===== src/design/crr_params.svh =====
// timing constants and configuration codes for the contact release block
`ifndef CRR_PARAMS_SVH
`define CRR_PARAMS_SVH
`define CRR_CLK_HZ          200000000
`define CRR_TICK_HZ         1000
`define CRR_TICK_CYC        (`CRR_CLK_HZ / `CRR_TICK_HZ)
`define CRR_MIN_SHORT_MS    100
`define CRR_MIN_LONG_MS     350
`define CRR_MAX_PULSE_MS    30000
`define CRR_BLINK_HALF_MS   500
`define CRR_NUM_REL         7
`define CRR_CNT_MIN_INPUTS  4'h2
`define CRR_CNT_MAX_INPUTS  4'h8
`endif


===== src/design/crr_pkg.sv =====
// types shared by the contact release block
package crr_pkg;
   typedef struct packed {
      logic       min_long;   // 1: 350 ms minimum, 0: 100 ms
      logic [3:0] num_inputs; // 2..8, counts the reset input too
   } crr_cfg_type;

   typedef struct packed {
      logic cond_ok;
      logic reset_req;
      logic release_on;
   } crr_out_type;

   typedef enum logic [1:0] {
      CRR_IDLE    = 2'b00,
      CRR_WAIT    = 2'b01,
      CRR_PRESSED = 2'b10,
      CRR_RELEASE = 2'b11
   } crr_state_type;
endpackage


===== src/design/crr_release.sv =====
// contact release logic with timed reset acknowledgement
//
// Summary of operation
// - the release-condition output is the AND of all enabled release inputs.
// - the input count is configurable 2 to 8, so 1 to 7 release inputs take part.
// - reset-required toggles at 1 Hz while waiting for a valid reset pulse.
// - reset-required is only active while the condition holds and release is low.
// - release rises after a valid reset pulse under the condition and stays high while inputs stay high.
// - the minimum reset pulse is selectable as 100 ms or 350 ms.
// - reset pulses shorter than the minimum or longer than 30 s are ignored.
// - release drops at once when any enabled input goes low and needs a fresh pulse.
`timescale 1ns/10ps
`include "crr_params.svh"
module crr_release #(
   parameter int TICK_CYC = `CRR_TICK_CYC // ms tick length in clock cycles
) (
   input  wire logic                               mclk,
   input  wire logic                               reset_n,
   input  wire logic [`CRR_NUM_REL-1:0]            release_in,
   input  wire logic                               reset_btn,
   input  wire crr_pkg::crr_cfg_type               cfg,
   output crr_pkg::crr_out_type                    status
);
   localparam int TICK_W    = $clog2(TICK_CYC);
   localparam logic [14:0] MAX_MS   = 15'(`CRR_MAX_PULSE_MS);
   localparam logic [14:0] SHORT_MS = 15'(`CRR_MIN_SHORT_MS);
   localparam logic [14:0] LONG_MS  = 15'(`CRR_MIN_LONG_MS);
   localparam logic [9:0]  BLINK_MS = 10'(`CRR_BLINK_HALF_MS);

   logic [`CRR_NUM_REL-1:0] rel_s;
   logic                    btn_s;
   logic [`CRR_NUM_REL-1:0] enable_mask;
   logic                    cond;
   logic [TICK_W-1:0]       tick_cnt_q;
   logic                    tick_q;
   logic [14:0]             press_ms_q;
   logic [9:0]              blink_ms_q;
   logic                    blink_q;
   logic [14:0]             min_ms;
   logic                    pulse_ok;
   crr_pkg::crr_state_type  state_q;

   // pins cross into the clock domain
   crr_sync #(.WIDTH(`CRR_NUM_REL + 1)) u_sync (
      .mclk     (mclk),
      .reset_n  (reset_n),
      .async_in ({reset_btn, release_in}),
      .sync_out ({btn_s, rel_s})
   );

   // per-input enable, unused inputs are forced true
   genvar gi;
   generate
      for (gi = 0; gi < `CRR_NUM_REL; gi++)
      begin : g_en
         assign enable_mask[gi] = (4'(gi + 2) <= cfg.num_inputs);
      end
   endgenerate

   assign cond   = &(rel_s | ~enable_mask);
   assign min_ms = cfg.min_long ? LONG_MS : SHORT_MS;
   // released button: length within the window counts as valid
   assign pulse_ok = (press_ms_q >= min_ms) && (press_ms_q <= MAX_MS);

   // millisecond tick from the system clock
   always_ff @(posedge mclk or negedge reset_n)
   begin
      if (!reset_n)
      begin
         tick_cnt_q <= '0;
         tick_q     <= 1'b0;
      end
      else if (tick_cnt_q == TICK_W'(TICK_CYC - 1))
      begin
         tick_cnt_q <= '0;
         tick_q     <= 1'b1;
      end
      else
      begin
         tick_cnt_q <= tick_cnt_q + 1'b1;
         tick_q     <= 1'b0;
      end
   end

   // press length in ms, saturating above the upper limit
   always_ff @(posedge mclk or negedge reset_n)
   begin
      if (!reset_n)
         press_ms_q <= '0;
      else if (!btn_s)
         press_ms_q <= '0;
      else if (tick_q && press_ms_q <= MAX_MS)
         press_ms_q <= press_ms_q + 1'b1;
   end

   // 1 Hz blink, restarts whenever waiting begins
   always_ff @(posedge mclk or negedge reset_n)
   begin
      if (!reset_n)
      begin
         blink_ms_q <= '0;
         blink_q    <= 1'b0;
      end
      else if (state_q == crr_pkg::CRR_IDLE || state_q == crr_pkg::CRR_RELEASE)
      begin
         blink_ms_q <= '0;
         blink_q    <= 1'b1;
      end
      else if (tick_q)
      begin
         if (blink_ms_q == BLINK_MS - 10'h001)
         begin
            blink_ms_q <= '0;
            blink_q    <= ~blink_q;
         end
         else
            blink_ms_q <= blink_ms_q + 10'h001;
      end
   end

   // release sequencing
   always_ff @(posedge mclk or negedge reset_n)
   begin
      if (!reset_n)
         state_q <= crr_pkg::CRR_IDLE;
      else if (!cond)
         state_q <= crr_pkg::CRR_IDLE;
      else
      begin
         unique case (state_q)
            crr_pkg::CRR_IDLE:
               state_q <= btn_s ? crr_pkg::CRR_IDLE : crr_pkg::CRR_WAIT; // a held button must be let go first
            crr_pkg::CRR_WAIT:
               if (btn_s)
                  state_q <= crr_pkg::CRR_PRESSED;
            crr_pkg::CRR_PRESSED:
               if (!btn_s)
                  state_q <= pulse_ok ? crr_pkg::CRR_RELEASE : crr_pkg::CRR_WAIT;
            crr_pkg::CRR_RELEASE:
               state_q <= crr_pkg::CRR_RELEASE;
         endcase
      end
   end

   // registered outputs
   always_ff @(posedge mclk or negedge reset_n)
   begin
      if (!reset_n)
         status <= '0;
      else
      begin
         status.cond_ok    <= cond;
         status.release_on <= cond && state_q == crr_pkg::CRR_RELEASE;
         status.reset_req  <= cond && (state_q == crr_pkg::CRR_WAIT || state_q == crr_pkg::CRR_PRESSED)
                              && blink_q;
      end
   end
endmodule


===== src/design/crr_sync.sv =====
// two-stage synchroniser for asynchronous pin inputs
`timescale 1ns/10ps
module crr_sync #(
   parameter int WIDTH = 1
) (
   input  wire logic             mclk,
   input  wire logic             reset_n,
   input  wire logic [WIDTH-1:0] async_in,
   output logic      [WIDTH-1:0] sync_out
);
   logic [WIDTH-1:0] meta_q;

   // first stage is read only by the second stage
   always_ff @(posedge mclk or negedge reset_n)
   begin
      if (!reset_n)
      begin
         meta_q   <= '0;
         sync_out <= '0;
      end
      else
      begin
         meta_q   <= async_in;
         sync_out <= meta_q;
      end
   end
endmodule


===== config.mk =====
export PLATFORM = sky130hd
export DESIGN_NAME = crr_release
export DESIGN_NICKNAME = d
export VERILOG_FILES = /design/src/design/crr_pkg.sv /design/src/design/crr_release.sv /design/src/design/crr_sync.sv
export VERILOG_INCLUDE_DIRS = /design/src /design/src/design
export SDC_FILE = /design/constraint.sdc
export NUM_CORES = 1
export LEC_CHECK = 0
export ABC_CLOCK_PERIOD_IN_PS = 3400
export BUFFER_PORTS_ARGS = -buffer_cell sky130_fd_sc_hd__buf_2
export CAP_MARGIN = 20
export CORE_MARGIN = 2
export CORE_UTILIZATION = 30
export CTS_CLUSTER_DIAMETER = 150
export DETAILED_ROUTE_END_ITERATION = 16
export SLEW_MARGIN = 20
export SYNTH_ARGS = -nofsm -noshare
export SYNTH_HDL_FRONTEND = slang
export SYNTH_HIERARCHICAL = 1
export SYNTH_SLANG_ARGS = --single-unit
export TNS_END_PERCENT = 100

===== constraint.sdc =====
create_clock -name mclk -period 3.4 [get_ports mclk]
set_input_delay 0.51 -clock mclk [delete_from_list [all_inputs] [get_ports mclk]]
set_output_delay 0.51 -clock mclk [all_outputs]
set_load 0.01 [all_outputs]

==> results.py <==
metrics = {
    "status": {
        "status": "finished, final reports clean",
    },
    "synthesis": {
        "synth_cell_types": 58,
        "netlist_instances": 298,
        "synth_top_area_share_pct": 51.4,
        "synthTopCellsByArea": "dfrtp_1, ha_1, nand2_1",
        "yosys.area.top_type": "dfrtp_1",
        "synth_most_common_cell": "dfrtp_1",
        "synth_seq_cells": 66,
        "synth-main-ff-cell": "dfrtp_1",
        "synth_nets": 325,
        "ys_async_sr_fraction_pct": 100,
        "ys_seq_area_share_pct": 51.4,
        "avgSynthCellArea_sq_um": 10.8,
        "synthesis.area_sq_um": 3210,
        "synth_edf_count": 0,
        "synthTopCellsByCount": "dfrtp_1, nand2_1, nor2_1",
        "ys_warn_count": 6,
    },
    "grt": {
        "grt_usage_pct": 11.1,
        "gr-total-overflow": 0,
        "grt_max_degree": 27,
        "grt_pass1_vias": 2235,
        "antenna_found_initial": 0,
        "grt_pass1_wl_microns": 10300,
    },
    "floorplanning": {
        "rows": 37,
        "start_util_pct": 31.0,
        "fp.dieArea_sq_um": 11600,
        "core_sq_um": 10400,
        "die_h_microns": 108,
        "die_x_microns": 108,
        "io_pins": 18,
    },
    "power_and_ir_drop": {
        "power.share.switching_pct": 25.2,
        "power.leakage_uw": 0.00158,
        "pwr_density_cell_nw_per_um2": 402,
        "combPwrFrac_pct": 3.6,
        "clkPwrFrac_pct": 41.3,
        "switchingPower_uw": 367,
        "peakVddDrop_uv": 204,
        "p_int_uw": 1090,
        "sequentialPowerShare_pct": 55.2,
    },
    "worst_setup_path": {
        "r2r_start": "blink_ms_q[0]$_DFFE_PN0P_",
        "critPathLaunchType": "register",
        "end_kind": "register",
        "critPathMaxFanout": 8,
        "crit_arrival_ns": 2.62,
        "critPathLaunch": "blink_ms_q[0]$_DFFE_PN0P_",
        "required_ns": 3.63,
        "criticalPathCategory": "register to register",
    },
    "flow_run": {
        "cap_violations": 0,
    },
    "sta": {
        "setup_viol": 0,
        "period_minus_slack_ns": 2.39,
        "finClkSkew_ns": 0.00794,
        "grt_setup_unrepaired": "false",
        "hold_violations": 0,
        "post-route-period-util_pct": 70.3,
        "worst_pin_slew_ns": 0.685,
        "slew-limit-headroom_pct": 54.3,
        "maxSlewViolCount": 0,
        "holdWs_ns": 0.170,
        "setup_tns_ns": 0,
        "max_freq_ghz": 0.418,
    },
    "cts": {
        "clk_latency_ns": 0.33,
        "clock-sinks": 66,
        "path_clk_slew_ns": 0.08,
        "ctsHoldBuffers": 0,
        "h-tree-depth": 3,
        "root_buffer": "clkbuf_8",
        "clockBufferDepth": 2,
        "cts_buffers": 9,
        "cts_setup_buffers": 0,
        "cts_tree": "done",
        "ctsResizeCount": 0,
    },
    "place": {
        "io_buffers": 17,
        "gp_congestion": 0.925,
        "hpwl_microns": 4220,
    },
    "min_path": {
        "hp-class": "input pin to asynchronous set/reset pin",
    },
    "detailed_routing": {
        "antenna_left": 0,
        "vias": 2266,
        "viasPerCell": 4.89,
        "drtPass1Iterations": 4,
        "drc": 0,
        "drtIter0Drc": 87,
        "wl_microns": 5840,
        "routedWlPerCell_microns": 12.6,
    },
    "final_layout": {
        "fin_nets": 349,
        "antenna_cells": 0,
        "fillCellCount": 1058,
        "area_delta_synth_final_pct": 12.9,
        "drive_above_1_share_pct": 15.0,
        "final_core_util_pct": 35.0,
    },
}
==> routing by layer <==
metal / wire length, microns / track usage (%) / vias up
met5: 0 / 0 / -
met4: 76 / 4.67 / 0
met3: 166 / 2.42 / 11
met2: 2770 / 18.1 / 32
met1: 2830 / 14.4 / 1106
li1: - / - / 1117
==> power by group through the flow <==
stage          clock, uW  combinational [uW]  sequential [uW]
6_report             602                52.0              805
5_1_grt              665                61.1              807
4_1_cts              628                54.2              805
3_5_place_dp           0                54.1              821
3_3_place_gp           0                49.8              820
2_1_floorplan          0                21.6              816
==> path summary, 6_finish.rpt <==
| kind | to | cells after the start | slack (ns) |
|---|---|---|---|
| worst max-delay path | blink_q$_DFFE_PN0P_ | 6 | 1.01 |
| worst min-delay path | state_q[0]$_DFFE_PN0P_ | 1 | 0.17 |
| worst max register to register | blink_q$_DFFE_PN0P_ | 6 | 1.01 |
| worst min register to register | u_sync/sync_out[7]$_DFF_PN0_ | 0 | 0.35 |
| max in group asynchronous | tick_cnt_q[10]$_DFF_PN0_ | 3 | 2.48 |
| min in group mclk | u_sync/meta_q[1]$_DFF_PN0_ | 1 | 0.28 |
==> cells in the final DEF, fill, tap and decap left out, types with 3 or more instances in the layout <==
cell	instances
buf_2	17
o21ai_0	10
clkbuf_8	9
nor3_1	8
nand2b_1	6
o31ai_1	4
xor2_1	9
o21a_1	4
nor2_1	20
nand4_1	7
buf_4	3
nand3_1	18
and2_1	5
and3_1	5
inv_1	7
mux2i_1	7
xnor2_1	13
a21o_1	3
nor4_1	5
nand2_1	31
inv_6	4
nor2b_1	5
a21oi_1	4
ha_1	12
dfrtp_1	66
o211ai_1	4
==> critical path, stage by stage, from the launching register on <==
cell     delay (ns)
dfrtp_1        0.43
ha_1           0.28
or4b_2         0.60
o31a_1         0.30
nor2_1         0.43
nand3_1        0.13
o21a_1         0.12
==> registers in the layout (all words and copies together), names as in the netlist <==
register,count
tick_cnt_q,18
press_ms_q,15
blink_q,1
tick_q,1
status,3
u_sync/sync_out,8
u_sync/meta_q,8
blink_ms_q,10
state_q,2
==> area by class of cell <==
class | instances | area [sq um] | share of cell area (%)
timing repair buffer | 21 | 128 | 3.52
inverter | 7 | 26.3 | 0.724
multi-input combinational | 217 | 1470 | 40.5
clock inverter | 7 | 58.8 | 1.62
clock buffer | 9 | 124 | 3.41
sequential | 66 | 1650 | 45.5
tap | 136 | 170 | 4.69
==> cells by family (layout without fill, tap and decap cells) <==
family	Yosys count	count (layout)	synth area share, %
XOR/XNOR	22	22	5.99
multiplexers	7	7	2.18
flip-flops	66	66	51.4
buffers and inverters	15	44	2.88
adder cells (fa/ha/maj)	12	12	4.67
AND/OR/NAND/NOR	129	129	21.7
AO/OA/AOI/OAI	47	47	11.2
==> through the flow <==
step / total power [uW] / instance area (sq um) / setup slack, ns / instances
CTS: 1490 / 3630 / 1.01 / 463
global placement: 870 / 3430 / 1.09 / 446
floorplan: 838 / 3210 / 1.27 / 298
finish: 1460 / 3630 / 1.01 / 463
global route: 1530 / 3630 / 0.837 / 463
detailed placement: 875 / 3450 / 1.02 / 447
Power figures use the tool's default switching activity.
